[src/fcs_pkg.sv]
package fcs_pkg;

  localparam int CLK_PERIOD_NS = 100;
  localparam int MODE_W = 4;
  localparam int WORD_W = 32;
  localparam int LEN_W = 24;
  localparam int ADDR_W = 16;
  localparam int SYNC_STAGES = 3;
  // ready line must stay high this many internal cycles
  localparam logic [3:0] READY_HIGH_CYCLES = 4'h2;
  // extra initialization cycles in master modes
  localparam logic [3:0] MASTER_EXTRA_CYCLES = 4'h6;
  // power-on initialization delay in internal cycles
  localparam logic [7:0] POR_CYCLES = 8'h10;
  // clear of configuration memory, one word per cycle
  localparam logic [ADDR_W-1:0] CLEAR_LAST_ADDR = 16'h00FF;
  // master load clock divider terminal count; half period is one more internal cycle
  localparam logic [3:0] LOAD_CLK_HALF = 4'h4;
  // mode select bit that marks a master mode
  localparam int MODE_MASTER_BIT = 3;
  // header word: marker in top byte, length count below
  localparam logic [7:0] HDR_MARK = 8'hF2;
  localparam logic [7:0] END_MARK = 8'hFE;
  localparam int MARK_LSB = 24;

  typedef enum logic [2:0] {
    FCS_POR    = 3'b000,
    FCS_CLEAR  = 3'b001,
    FCS_INIT   = 3'b010,
    FCS_EXTEND = 3'b011,
    FCS_CONFIG = 3'b100,
    FCS_START  = 3'b101,
    FCS_OPER   = 3'b110
  } fcs_state_t;

  typedef struct packed {
    logic high_during_load;
    logic low_during_load;
    logic done_low;
    logic hold_cells;
    logic float_pins;
  } fcs_status_t;

  typedef struct packed {
    logic we;
    logic [ADDR_W-1:0] addr;
    logic [WORD_W-1:0] data;
  } fcs_mem_wr_t;

endpackage

[src/fcs_sequencer.sv]
`timescale 1ns/1ns
// Behaviour
// - ready and completion low during power-on
// - pin functions follow mode select at power-up
// - clear configuration memory unless skip selected on reconfiguration
// - release ready line; wait while held low
// - ready high two cycles, sample mode
// - drive load enables during init and config
// - reset or reprogram aborts; wait both high
// - ignore reset after configuration; reprogram only
// - master modes drive the load clock
// - master modes add six init cycles
// - clear counter, count load clock cycles
// - assemble frame bits into memory words
// - complete when count matches and end written
// - unused pins floated with pull-ups
// - hold cells reset, tristate buffers off
// - enter start-up on count and end frame
// - reprogram pulse clears, floats, resamples, reloads
module fcs_sequencer (
  input wire logic core_clk, // internal clock, 10 MHz
  input wire logic reset, // async power-on reset, high
  input wire logic [fcs_pkg::MODE_W-1:0] mode_sel, // mode select pins
  input wire logic ready_in, // wired-AND ready line level
  input wire logic chip_reset_n, // device reset pin, low active
  input wire logic reprogram_request_n, // reprogram pin, low active
  input wire logic skip_clear, // keep memory on reconfiguration
  input wire logic load_clock_in, // load clock from source (slave)
  input wire logic load_data_in, // serial configuration data
  output logic ready_o, // ready line drive value (always 0)
  output logic ready_oe_n, // ready line enable, low = pull low
  output logic load_clock_o, // load clock driven in master modes
  output logic load_clock_oe_n, // load clock enable, low = drive
  output logic done_o, // completion drive value (always 0)
  output logic done_oe_n, // completion enable, low = pull low
  output logic high_during_load, // high during init and config
  output logic low_during_load, // low during init and config
  output logic pin_float_pullup, // unused pins floated, pull-ups on
  output logic cell_hold, // io_cell and logic_cell storage held
  output logic internal_tristate_buffer_off, // internal buffers off
  output logic [fcs_pkg::MODE_W-1:0] mode_latched, // sampled mode
  output fcs_pkg::fcs_mem_wr_t mem_wr, // configuration memory write
  output fcs_pkg::fcs_state_t state_o // current state
);
  fcs_pkg::fcs_state_t state_r, state_nxt;
  logic ready_s, rst_s, prg_s, prg_fall, lclk_rise;
  logic [7:0] por_cnt_r;
  logic [3:0] wait_cnt_r;
  logic [3:0] div_cnt_r;
  logic master_r, first_cfg_r, hdr_seen_r, end_seen_r;
  logic [fcs_pkg::LEN_W-1:0] cycle_cnt_r, len_r;
  logic [fcs_pkg::WORD_W-1:0] shift_r;
  logic [4:0] bit_cnt_r;
  logic [fcs_pkg::ADDR_W-1:0] addr_r;
  logic lclk_edge, abort;

  function automatic logic [7:0] word_mark(input logic [fcs_pkg::WORD_W-1:0] w);
    word_mark = w[fcs_pkg::MARK_LSB +: 8];
  endfunction

  fcs_sync u_ready (.core_clk(core_clk), .reset(reset), .din(ready_in), .rst_val(1'b1),
    .dout(ready_s), .rise(), .fall());
  fcs_sync u_rst (.core_clk(core_clk), .reset(reset), .din(chip_reset_n), .rst_val(1'b1),
    .dout(rst_s), .rise(), .fall());
  fcs_sync u_prg (.core_clk(core_clk), .reset(reset), .din(reprogram_request_n),
    .rst_val(1'b1), .dout(prg_s), .rise(), .fall(prg_fall));
  fcs_sync u_lclk (.core_clk(core_clk), .reset(reset), .din(load_clock_in), .rst_val(1'b1),
    .dout(), .rise(lclk_rise), .fall());

  // master clock edge comes from own divider
  assign lclk_edge = master_r ? (div_cnt_r == fcs_pkg::LOAD_CLK_HALF && !load_clock_o)
                              : lclk_rise;

  // abort on reset or reprogram during loading, on reprogram only after it
  always_comb
  begin
    abort = 1'b0;
    if (state_r == fcs_pkg::FCS_CONFIG && (!rst_s || !prg_s))
      abort = 1'b1;
    if ((state_r == fcs_pkg::FCS_START || state_r == fcs_pkg::FCS_OPER) && prg_fall)
      abort = 1'b1;
  end

  always_comb
  begin
    state_nxt = state_r;
    case (state_r)
      fcs_pkg::FCS_POR:
        if (por_cnt_r == fcs_pkg::POR_CYCLES)
          state_nxt = fcs_pkg::FCS_CLEAR;
      // clear memory unless skipped on reconfiguration
      fcs_pkg::FCS_CLEAR:
        if ((skip_clear && !first_cfg_r) || addr_r == fcs_pkg::CLEAR_LAST_ADDR)
          state_nxt = fcs_pkg::FCS_INIT;
      // wait while ready line held low
      // two high cycles then sample mode
      // also wait for both pins high
      fcs_pkg::FCS_INIT:
        if (ready_s && rst_s && prg_s && wait_cnt_r == fcs_pkg::READY_HIGH_CYCLES)
          state_nxt = mode_sel[fcs_pkg::MODE_MASTER_BIT] ? fcs_pkg::FCS_EXTEND
                                                        : fcs_pkg::FCS_CONFIG;
      // six further cycles in master modes
      fcs_pkg::FCS_EXTEND:
        if (!ready_s)
          state_nxt = fcs_pkg::FCS_INIT;
        else if (wait_cnt_r == fcs_pkg::MASTER_EXTRA_CYCLES)
          state_nxt = fcs_pkg::FCS_CONFIG;
      // count match and end frame written
      fcs_pkg::FCS_CONFIG:
        if (end_seen_r && hdr_seen_r && cycle_cnt_r == len_r)
          state_nxt = fcs_pkg::FCS_START;
      fcs_pkg::FCS_START:
        state_nxt = fcs_pkg::FCS_OPER;
      fcs_pkg::FCS_OPER:
        state_nxt = fcs_pkg::FCS_OPER;
      default:
        state_nxt = fcs_pkg::FCS_POR;
    endcase
    if (abort)
      state_nxt = fcs_pkg::FCS_CLEAR;
  end

  always_ff @(posedge core_clk or posedge reset)
  begin
    if (reset)
      state_r <= fcs_pkg::FCS_POR;
    else
      state_r <= state_nxt;
  end

  always_ff @(posedge core_clk or posedge reset)
  begin
    if (reset)
      por_cnt_r <= 8'h00;
    else if (state_r == fcs_pkg::FCS_POR)
      por_cnt_r <= por_cnt_r + 8'h01;
  end

  always_ff @(posedge core_clk or posedge reset)
  begin
    if (reset)
      wait_cnt_r <= 4'h0;
    else if (state_r != state_nxt)
      wait_cnt_r <= 4'h0;
    // count restarts until ready, reset and reprogram are all high
    else if (state_r == fcs_pkg::FCS_INIT && !(ready_s && rst_s && prg_s))
      wait_cnt_r <= 4'h0;
    else if (wait_cnt_r != 4'hF)
      wait_cnt_r <= wait_cnt_r + 4'h1;
  end

  // first load clears memory always; later ones may skip
  always_ff @(posedge core_clk or posedge reset)
  begin
    if (reset)
      first_cfg_r <= 1'b1;
    else if (state_r == fcs_pkg::FCS_START)
      first_cfg_r <= 1'b0;
  end

  // sample mode lines on entry to config path
  always_ff @(posedge core_clk or posedge reset)
  begin
    if (reset)
    begin
      mode_latched <= 4'h0;
      master_r <= 1'b0;
    end
    else if (state_r == fcs_pkg::FCS_POR ||
             (state_r == fcs_pkg::FCS_INIT && state_nxt != fcs_pkg::FCS_INIT))
    begin
      mode_latched <= mode_sel;
      master_r <= mode_sel[fcs_pkg::MODE_MASTER_BIT];
    end
  end

  // load clock divider, runs only while loading
  always_ff @(posedge core_clk or posedge reset)
  begin
    if (reset)
    begin
      div_cnt_r <= 4'h0;
      load_clock_o <= 1'b0;
      load_clock_oe_n <= 1'b1;
    end
    else
    begin
      load_clock_oe_n <= ~(master_r && state_r != fcs_pkg::FCS_POR);
      if (master_r && state_r == fcs_pkg::FCS_CONFIG)
      begin
        if (div_cnt_r == fcs_pkg::LOAD_CLK_HALF)
        begin
          div_cnt_r <= 4'h0;
          load_clock_o <= ~load_clock_o;
        end
        else
          div_cnt_r <= div_cnt_r + 4'h1;
      end
      else
      begin
        div_cnt_r <= 4'h0;
        load_clock_o <= 1'b0;
      end
    end
  end

  // counter cleared at start, counts load clocks
  // assemble bits into words, write each word after the header
  always_ff @(posedge core_clk or posedge reset)
  begin
    if (reset)
    begin
      cycle_cnt_r <= 24'h000000;
      shift_r <= 32'h00000000;
      bit_cnt_r <= 5'h00;
      addr_r <= 16'h0000;
      len_r <= 24'hFFFFFF;
      hdr_seen_r <= 1'b0;
      end_seen_r <= 1'b0;
      mem_wr <= '0;
    end
    else
    begin
      mem_wr.we <= 1'b0;
      if (state_r == fcs_pkg::FCS_CLEAR)
      begin
        mem_wr.we <= ~(skip_clear && !first_cfg_r);
        mem_wr.addr <= addr_r;
        mem_wr.data <= 32'h00000000;
        addr_r <= addr_r + 16'h0001;
      end
      if (state_r != fcs_pkg::FCS_CONFIG)
      begin
        cycle_cnt_r <= 24'h000000;
        bit_cnt_r <= 5'h00;
        hdr_seen_r <= 1'b0;
        end_seen_r <= 1'b0;
        len_r <= 24'hFFFFFF;
        if (state_r != fcs_pkg::FCS_CLEAR)
          addr_r <= 16'h0000;
      end
      else if (lclk_edge)
      begin
        cycle_cnt_r <= cycle_cnt_r + 24'h000001;
        shift_r <= {shift_r[fcs_pkg::WORD_W-2:0], load_data_in};
        bit_cnt_r <= bit_cnt_r + 5'h01;
        if (bit_cnt_r == 5'h1F)
        begin
          if (!hdr_seen_r)
          begin
            if (word_mark({shift_r[30:0], load_data_in}) == fcs_pkg::HDR_MARK)
            begin
              hdr_seen_r <= 1'b1;
              len_r <= {shift_r[22:0], load_data_in};
            end
          end
          else
          begin
            mem_wr.we <= 1'b1;
            mem_wr.addr <= addr_r;
            mem_wr.data <= {shift_r[30:0], load_data_in};
            addr_r <= addr_r + 16'h0001;
            if (word_mark({shift_r[30:0], load_data_in}) == fcs_pkg::END_MARK)
              end_seen_r <= 1'b1;
          end
        end
      end
      // an aborted load restarts the clear from the first word
      if (abort)
        addr_r <= 16'h0000;
    end
  end

  always_ff @(posedge core_clk or posedge reset)
  begin
    if (reset)
    begin
      ready_o <= 1'b0;
      ready_oe_n <= 1'b0;
      done_o <= 1'b0;
      done_oe_n <= 1'b0;
      high_during_load <= 1'b1;
      low_during_load <= 1'b0;
      pin_float_pullup <= 1'b1;
      cell_hold <= 1'b1;
      internal_tristate_buffer_off <= 1'b1;
      state_o <= fcs_pkg::FCS_POR;
    end
    else
    begin
      ready_o <= 1'b0;
      ready_oe_n <= ~(state_nxt == fcs_pkg::FCS_POR || state_nxt == fcs_pkg::FCS_CLEAR);
      done_o <= 1'b0;
      done_oe_n <= (state_nxt == fcs_pkg::FCS_START || state_nxt == fcs_pkg::FCS_OPER);
      high_during_load <= (state_nxt != fcs_pkg::FCS_START && state_nxt != fcs_pkg::FCS_OPER);
      low_during_load <= (state_nxt == fcs_pkg::FCS_START || state_nxt == fcs_pkg::FCS_OPER);
      pin_float_pullup <= (state_nxt != fcs_pkg::FCS_OPER);
      cell_hold <= (state_nxt != fcs_pkg::FCS_OPER);
      internal_tristate_buffer_off <= (state_nxt != fcs_pkg::FCS_OPER);
      state_o <= state_nxt;
    end
  end
endmodule

[src/fcs_sync.sv]
`timescale 1ns/1ns
module fcs_sync (
  input wire logic core_clk, // internal clock
  input wire logic reset, // async reset, high
  input wire logic din, // asynchronous input
  input wire logic rst_val, // unused level kept constant by caller
  output logic dout, // stable level
  output logic rise, // one-cycle pulse on rising change
  output logic fall // one-cycle pulse on falling change
);
  logic [fcs_pkg::SYNC_STAGES-1:0] sh_r;

  // a change counts once stages two and three agree
  always_ff @(posedge core_clk or posedge reset)
  begin
    if (reset)
    begin
      sh_r <= 3'h7;
      dout <= 1'b1;
      rise <= 1'b0;
      fall <= 1'b0;
    end
    else
    begin
      sh_r <= {sh_r[1:0], din};
      rise <= 1'b0;
      fall <= 1'b0;
      if (sh_r[1] == sh_r[2] && sh_r[2] != dout)
      begin
        dout <= sh_r[2];
        rise <= sh_r[2];
        fall <= ~sh_r[2];
      end
    end
  end

  logic unused_ok;
  assign unused_ok = rst_val;
endmodule

[config.mk]
export PLATFORM = sky130hd
export DESIGN_NAME = fcs_sequencer
export DESIGN_NICKNAME = d
export VERILOG_FILES = /design/src/fcs_pkg.sv /design/src/fcs_sequencer.sv /design/src/fcs_sync.sv
export SDC_FILE = /design/constraint.sdc
export NUM_CORES = 1
export LEC_CHECK = 0
export ABC_AREA = 1
export BUFFER_PORTS_ARGS = -buffer_cell sky130_fd_sc_hd__buf_2
export CORE_MARGIN = 3
export CORE_UTILIZATION = 45
export DETAILED_ROUTE_END_ITERATION = 10
export HOLD_SLACK_MARGIN = 0.06
export PLACE_DENSITY_LB_ADDON = 0.3
export SYNTH_ARGS = -nofsm -noshare
export SYNTH_HDL_FRONTEND = slang
export SYNTH_HIERARCHICAL = 1
export SYNTH_SLANG_ARGS = --single-unit
[constraint.sdc]
create_clock -name core_clk -period 5.92 [get_ports core_clk]
set_input_delay 1.184 -clock core_clk [delete_from_list [all_inputs] [get_ports core_clk]]
set_output_delay 1.184 -clock core_clk [all_outputs]
set_load 0.02 [all_outputs]
* Word level (Yosys, flattened, before mapping)
Cells that the tools add are included.
** Cells by class
- Add/sub/neg operators :: 6
- Eq/ne operators :: 35
- Muxes and demuxes :: 52
- Bitwise logic cells :: 6
- Reduce and logical (&&, ||, !) cells :: 43
** Operators with widths (count)
- $mux W49 :: 5
- $mux W24 :: 7
- $mux W16 :: 7
- $add A24 B1 Y24 const B :: 1
- $eq A24 B24 Y1 :: 1
- $mux W3 :: 8
- $mux W4 :: 5
- $logic_and A1 B1 Y1 :: 18
- $pmux W3 S6 :: 1
- $mux W1 :: 17
- $add A16 B1 Y16 const B :: 1
- $eq A16 B8 Y1 const B :: 1
- $eq A8 B8 Y1 const B :: 2
- $eq A3 B3 Y1 const B :: 5
- $mux W5 :: 2
- $reduce_bool A2 Y1 :: 5
- $ne A3 B3 Y1 const B :: 3
- $add A4 B1 Y4 const B :: 2
- $add A8 B1 Y8 const B :: 1
- $eq A4 B3 Y1 const B :: 2
- $eq A8 B5 Y1 const B :: 1
- $reduce_and A4 Y1 :: 2
- $eq A3 B1 Y1 const B :: 2
- $eq A3 B2 Y1 const B :: 2
- 18 further kinds :: 41
** Storage, ports and cells
- Register bits :: 200
- Bits of input ports :: 12
- Logic and storage cells :: 175

* Longest topological paths before layout
Gate-level depths: netlist (run 1).
- Word-level depth :: 9
- Mapped depth :: 14
- Depth with buffers taken out :: 13

* By module
Netlist (run 1), hierarchy kept.
** Modules (own cells, without submodules)
- fcs_sequencer :: times used 1, cells each 1082, area an instance 8817.2 um2, seq. area each 4564.4 um2
- fcs_sync :: times used 4, cells each 13, area an instance 185.2 um2, seq. area each 155.1 um2

* Worst setup path before layout (run 1)
Ideal clock, no wire load.
- Path type :: input -> register
- Start :: in mode_sel[3] in the netlist's numbering
- End :: reg mode_latched[0] in the netlist's numbering
- Library setup time :: 65 ps
- Data arrival time :: 2004 ps
- Path slack :: 3851 ps
- Stages on the path :: 10
- Path buffers :: 0
- Cells stage by stage :: nand3_1 -> inv_1 -> nand2_1 -> nand2_1 -> nand3b_1 -> nor2_1 -> nand3_2 -> nand2_2 -> nand2_1 -> nand2_1
** On the way
- Longest elaborated chain between the ends :: 7
** Ends and longest elaborated chain
- start: declaration :: RTL line fcs_sequencer.sv:23 : input wire logic [fcs_pkg::MODE_W-1:0] mode_sel,
- $mux W3 :: RTL line fcs_sequencer.sv:100 : state_nxt = mode_sel[fcs_pkg::MODE_MASTER_BIT] ? fcs_pkg::FCS_EXTEND
- $mux W3 :: RTL line fcs_sequencer.sv:99 : if (ready_s && rst_s && prg_s && wait_cnt_r == fcs_pkg::READY_HIGH_CYCLES)
- $pmux W3 S6 :: RTL line fcs_sequencer.sv:87 : case (state_r)
- $mux W3 :: RTL line fcs_sequencer.sv:119 : if (abort)
- $ne A3 B2 Y1 :: RTL line fcs_sequencer.sv:170 : (state_r == fcs_pkg::FCS_INIT && state_nxt != fcs_pkg::FCS_INIT))
- $logic_and A1 B1 Y1 :: RTL line fcs_sequencer.sv:170
- $logic_or A1 B1 Y1 :: RTL line fcs_sequencer.sv:169 : else if (state_r == fcs_pkg::FCS_POR ||
- end signal: assignment :: RTL line fcs_sequencer.sv:172 : mode_latched <= mode_sel;
- end: declaration :: RTL line fcs_sequencer.sv:41 : output logic [fcs_pkg::MODE_W-1:0] mode_latched,
Every way passes these cells.
A chain may end at the register's enable or synchronous reset.

* Worst setup path in the final report (run 1)
- Start :: reg div_cnt_r[0]
- End :: reg addr_r[12] in the netlist's numbering
** On the way
- Longest elaborated chain between the ends :: 6
** Ends and longest elaborated chain
- start: declaration :: RTL line fcs_sequencer.sv:49 : logic [3:0] div_cnt_r;
- start signal: assignment :: RTL line fcs_sequencer.sv:197 : div_cnt_r <= div_cnt_r + 4'h1;
- $eq A4 B3 Y1 :: RTL line fcs_sequencer.sv:71 : assign lclk_edge = master_r ? (div_cnt_r == fcs_pkg::LOAD_CLK_HALF && !load_clock_o)
- $logic_and A1 B1 Y1 :: RTL line fcs_sequencer.sv:71
- $mux W1 :: RTL line fcs_sequencer.sv:71
- $mux W16 :: RTL line fcs_sequencer.sv:242 : else if (lclk_edge)
- $mux W16 :: RTL line fcs_sequencer.sv:232 : if (state_r != fcs_pkg::FCS_CONFIG)
- $mux W16 :: RTL line fcs_sequencer.sv:269 : if (abort)
- end signal: assignment :: RTL line fcs_sequencer.sv:230 : addr_r <= addr_r + 16'h0001;
- end signal: assignment :: RTL line fcs_sequencer.sv:262 : addr_r <= addr_r + 16'h0001;
- end: declaration :: RTL line fcs_sequencer.sv:54 : logic [fcs_pkg::ADDR_W-1:0] addr_r;
Every way passes these cells.

==> results of run 1 <==
==> cell type report <==
type | count | area (um2) | area share
flip-flops and latches | 199 | 5030 | 0.478
clock buffers | 19 | 453 | 0.0430
inverters | 169 | 643 | 0.0611
clock inverters | 13 | 134 | 0.0127
well taps | 270 | 338 | 0.0321
multi-input cells | 715 | 3510 | 0.333
repair buffers | 79 | 415 | 0.0395
==> stage by stage <==
stage | worst slack (ns) | util
after CTS | 2.55 | 0.517
after global placement | 2.70 | 0.488
after detailed placement | 2.59 | 0.488
final | 2.61 | 0.517
after global routing | 2.24 | 0.517
after floorplan | 2.44 | -
==> worst max-delay path, delay by kind of cell, from the launching register on <==
kind            cells  cell delay [ns]
fa+ha+maj           1             0.14
compound gates      1             0.13
simple gates        9             2.06
buf+inv             2             0.49
flops               1             0.41
==> cell usage in the layout, fill, tap and decap left out, types with 3 or more instances in the layout <==
cell type,count
a21oi_1,36
buf_2,76
clkbuf_16,17
clkinv_4,3
dfrtp_1,155
dfstp_2,44
ha_1,11
inv_1,159
inv_2,6
inv_6,5
nand2_1,262
nand2_2,6
nand2_4,5
nand3_1,51
nand3_2,3
nand4_1,22
nor2_1,94
nor2_4,5
nor3_1,24
o21ai_0,136
o21ai_1,10
or2_2,3
xor2_1,12
==> final timing paths <==
path                       slack [ns]  cells past startpoint                      end
setup / recovery                 2.61                     13     addr_r[12]$_DFF_PP0_
hold / removal                   0.36                      0  u_rst/sh_r[1]$_DFF_PP1_
setup reg to reg                 2.61                     13     addr_r[12]$_DFF_PP0_
hold reg to reg                  0.36                      0  u_rst/sh_r[1]$_DFF_PP1_
max in group asynchronous        4.04                      3     state_o[0]$_DFF_PP0_
min in group asynchronous        0.69                      2     u_prg/fall$_DFF_PP0_
==> metal layers <==
layer	up-vias	part of all wire	GRT usage
li1	3688	-	-
met1	3540	0.50	0.281
met2	138	0.45	0.281
met3	16	0.045	0.0358
met4	0	0.0095	0.0425
met5	-	0	0
==> state kept, by name, indices dropped and copies added (netlist names), 5 cells and up <==
name,count
addr_r,16
len_r,24
bit_cnt_r,5
cycle_cnt_r,24
shift_r,31
por_cnt_r,8
mem_wr,49
==> power breakdown <==
part           switching, mW  internal [mW]
Sequential            0.0256           1.40
Combinational          0.100         0.0421
Clock                  0.545          0.617
Total                  0.671           2.06
==> impl_results.md, run 1 <==
- Slowest CP cell: nand2_1
- Die Area: about 0.023 mm2
- TritonRoute pass-1 iters: 5
- Pwr/cell area: about 260 mW/mm2
- Antenna Nets Post-Route: 0
- Yosys warns: 6
- Floorplan row count: between 50 and 60
- Period minus WS final: roughly 3.3 ns
- Hold Crit Class: flip-flop to flip-flop
- Crit. Startpoint: div_cnt_r[0]$_DFF_PP0_
- HPWL Detailed: about 14000 um
- CTS Hold Bufs: 0
- Startpoint types: flip-flop
- Max_cap viols: 0
- Pins Over Slew Limit: 0
- Hold path startpoint: u_rst/sh_r[0]$_DFF_PP1_
- # setup viols final: 0
- CP Cell Sequence: inv_1 -> ha_1 -> nand3_1 -> nor2_1 -> nand2_1 -> nand2_1 -> nand2_1 -> nand2_4 -> nand2_4 -> inv_2 -> nand2_1 -> or2_0 -> a21oi_1
- Status: finished, final reports clean
- Signal arrival time at the worst endpoint: 3.67 ns
- Max clock buf depth: 2
- Via Count: around 7400
- First-pass GRT wire length: approximately 34000 um
- Post-Route WL: between 15000 and 20000 um
- Final Power: around 2.7 mW
- DRC: 0
- Ports: ~80
- WHS: around 0.36 ns
- CTS Sinks: 199
- Placer Congestion: 0.861
- Antenna Cells: 0
- CP max FO: 50
- # Post-CTS Setup Buffers: 0
- Syn_area_per_cell: about 8.4 um2
- Vias per inst: 5.04
- Initial core utilization: 0.460
- Critical Setup Path Class: flip-flop to flip-flop
- DIE WIDTH: 150 um
- Synthesized cell area: ~0.0094 mm2
- Fmax: 302 MHz
- Initial DRC Count: around 480
- Largest net degree at the start of global routing: ~180
- Fillers: ~1900
- Clock skew: approximately 0.011 ns
- Worst-Margin Slew: around 1.1 ns
- Crit. End Element: flip-flop
- RSZ-0062 raised after global routing: false
- CP peak stage delay: ~0.54 ns
- Initial antenna violation count: 0
- Final Hold Fails: 0
- Clock Latency Late Sink: between 0.4 and 0.5 ns
- Area Growth Syn to Fin: 12.2%
- CTS Root Cell: clkbuf_16
- Number of global-route vias before repair: around 7000
- Placed cell areas: around 0.0099 mm2
- Layout cells sized above 1: 0.162
- Slew headroom: 0.245
- CTS clock-pin slew for the worst setup and hold paths: approximately 0.070 ns
- DP Cell Count: roughly 1400
- Worst flop-to-flop path startpoint: div_cnt_r[0]$_DFF_PP0_
- Static leakage: roughly 5 nW
- CTS tree: built
- Design Area, Final: ~0.011 mm2
- Mapped Cells: roughly 1100
- Post-CTS resize count: 0
- IO Port Bufs: between 70 and 80
- Worst path most repeated cell: nand2_1
- Non-filler cells, final: 1464
- Total track usage: 0.187
- H-tree levels: 4
- Worst IR Drop VDD: around 0.00021 V
- Nets: 1204
- Chip height: ~150 um
- Fin Setup TNS: 0 ns
- Drt wl/cell: between 10 and 15 um
- Critical Path RT: about 6.3 ns
- Num CTS Buffers: 17
- Period utilization: 0.559
- Core Area: roughly 0.020 mm2
- Gr ovfl total: 0
Note: power is estimated with default switching activity, not from simulation.
==> run 2, diff against run 1 <==
- ABC_AREA: 1 -> 0
- clock period: 5.92 -> 2.8 ns (I/O delays scaled with it)
==> run 2 against run 1 <==
Effect of this change:
- combinational power rose to 10 times the previous value
- non-clock buffer count rose by 16
- via count fell by 20%
- core utilization rose by 1.9 points
- register-to-register slack got worse by 2.2 ns
- final area fell by 2.8%
- largest cell class unchanged
- largest power group unchanged
- cell count fell by 21%
- worst setup slack got worse by 2.2 ns
- sequential cell count did not move
==> impl_results.md, run 2 <==
- Status: finished, final reports clean
- Initial core utilization: 0.468 (+0.00711)
- Fillers: 1699 (-12%)
- Initial antenna violation count: 0 (unchanged)
- DIE WIDTH: 147 um (-2.4%)
- Nets: 905 (-25%)
- IO Port Bufs: 76 (unchanged)
- Layout cells sized above 1: 0.269 (+0.107)
- Post-Route WL: 17300 um (-13%)
- Top flop regs: mem_wr: 49 flops, shift_r: 31 flops
- Drt wl/cell: 15.0 um (+10%)
- # setup viols final: 0 (unchanged)
- Pwr/cell area: 706 mW/mm2 (+170%)
- TritonRoute pass-1 iters: 5 (unchanged)
- Chip height: 147 um (-2.4%)
- Startpoint types: flip-flop
- Antenna Nets Post-Route: 0 (unchanged)
- Initial DRC Count: 283 (-41%)
- Clock skew: 0.00695 ns (-0.00394 ns)
- Most frequent cells in the layout: 155 x dfrtp_1, 129 x nand2_1, 76 x buf_2
- Worst IR Drop VDD: 0.000409 V (+91%)
- Critical Path RT: 3.12 ns (-3.16 ns)
- Max clock buf depth: 2 (unchanged)
- Worst-Margin Slew: 0.536 ns (-0.596 ns)
- Signal arrival time at the worst endpoint: 2.72 ns (-0.95 ns)
- Hold Crit Class: primary input to flip-flop
- CTS Sinks: 199 (unchanged)
- RSZ-0062 raised after global routing: false
- Met3 GRT Util: 0.0373 (+0.00150)
- Non-filler cells, final: 1155 (-21%)
- Period utilization: 0.860 (+0.301)
- Syn_area_per_cell: 11.1 um2 (+32%)
- Multi-input combinational cell area: 0.00362 mm2 (+3.3%)
- Fmax: 415 MHz (+38%)
- Pins Over Slew Limit: 0 (unchanged)
- Core Area: 0.0191 mm2 (-6.3%)
- Met1 Usage GRT: 0.242 (-0.0385)
- CTS tree: built
- Vias per inst: 5.12 (+1.5%)
- Final Power: 7.22 mW (+160%)
- DP Cell Count: 1122 (-22%)
- Largest net degree at the start of global routing: 78 (-57%)
- DRC: 0 (unchanged)
- Placer Congestion: 0.843 (-2.1%)
- Register area: 0.00503 mm2 (unchanged)
- H-tree levels: 4 (unchanged)
- First-pass GRT wire length: 29700 um (-13%)
- Total track usage: 0.168 (-0.0186)
- Area Growth Syn to Fin: 14.6%
- Via Count: 5914 (-20%)
- Period minus WS final: 2.41 ns (-0.903 ns)
- Clock Latency Late Sink: 0.43 ns (about the same)
- Number of global-route vias before repair: 5845 (-17%)
- Synthesized cell area: 0.00892 mm2 (-4.9%)
- Mapped Cells: 807 (-28%)
- Most common cell after layout, fill and taps aside: dfrtp_1
- Yosys warns: 6 (unchanged)
- Crit. End Element: flip-flop
- Critical Setup Path Class: flip-flop to flip-flop
- Met2 Use GR: 0.256 (-0.0247)
- Biggest register: mem_wr
- Ports: 79 (unchanged)
- Antenna Cells: 0 (unchanged)
- Static leakage: 4.57 nW (-11%)
- Max FFs per register: 49 (unchanged)
- Slew headroom: 0.641 (+0.396)
- Final Hold Fails: 0 (unchanged)
- Die Area: 0.0216 mm2 (-4.7%)
- Num CTS Buffers: 17 (unchanged)
- Max_cap viols: 0 (unchanged)
- Post-CTS resize count: 0 (unchanged)
- CP max FO: 7 (-86%)
- HPWL Detailed: 12000 um (-14%)
- CTS clock-pin slew for the worst setup and hold paths: 0.07 ns (about the same)
- CTS Root Cell: clkbuf_16
- Layer with the highest usage: met2
- Worst reg-to-reg setup slack: 0.39 ns (-2.22 ns)
- Gr ovfl total: 0 (unchanged)
- Floorplan row count: 50 (-3.8%)
- # Post-CTS Setup Buffers: 0 (unchanged)
- Fin Setup TNS: 0 ns (unchanged)
[run 2: repair_timing]
item | CTS | global route
hold buffers | 1 | 0
setup endpoints to repair | 0 | 0
hold endpoints to repair | 2 | 0
[run 2: layout make-up]
type / count / share of cell area
clock inverters: 14 / 0.0158
clock buffers: 18 / 0.0420
well taps: 260 / 0.0318
inverters: 20 / 0.00771
multi-input cells: 549 / 0.354
repair buffers: 95 / 0.0563
flip-flops and latches: 199 / 0.492
[run 2: final timing paths]
| path | from | end | cells after the start |
|---|---|---|---|
| hold / removal | reprogram_request_n | u_prg/sh_r[0]$_DFF_PP1_ | 1 |
| setup / recovery | wait_cnt_r[0]$_DFFE_PP0P_ | wait_cnt_r[1]$_DFFE_PP0P_ | 8 |
| min in group asynchronous | reset | u_prg/fall$_DFF_PP0_ | 3 |
| max in group asynchronous | reset | addr_r[4]$_DFF_PP0_ | 5 |
| setup reg to reg | wait_cnt_r[0]$_DFFE_PP0P_ | wait_cnt_r[1]$_DFFE_PP0P_ | 8 |
| hold reg to reg | u_ready/sh_r[0]$_DFF_PP1_ | u_ready/sh_r[1]$_DFF_PP1_ | 0 |
[run 2: per-layer routing]
metal | vias up | routed length, um
met1 | 2885 | 8530
met5 | - | 0
met2 | 109 | 7900
met3 | 14 | 680
li1 | 2906 | -
met4 | 0 | 199
[run 2: worst max-delay path, stage by stage (launching register included)]
cell and delay, ns:
dfrtp_1 0.42, inv_1 0.07, ha_1 0.19, or3b_1 0.39
or2_4 0.26, o31ai_2 0.24, a21oi_1 0.06, and2_1 0.31
mux2_4 0.35
[run 2: metrics by stage]
step / cell area, um2 / worst slack [ns] / hold WS (ns) / utilization
floorplan: 8930 / -0.0597 / 0.336 / -
global placement: 9630 / 0.489 / 0.346 / 0.505
finish: 10200 / 0.393 / 0.221 / 0.536
global route: 10200 / 0.284 / 0.195 / 0.536
CTS: 10200 / 0.415 / 0.202 / 0.536
detailed placement: 9630 / 0.448 / 0.348 / 0.505
[run 2: power breakdown]
| part | internal [mW] | leakage, nW | switching (mW) |
|---|---|---|---|
| combinational | 0.630 | 1.69 | 0.847 |
| clock | 1.34 | 0.283 | 1.13 |
| sequential | 3.07 | 2.60 | 0.211 |
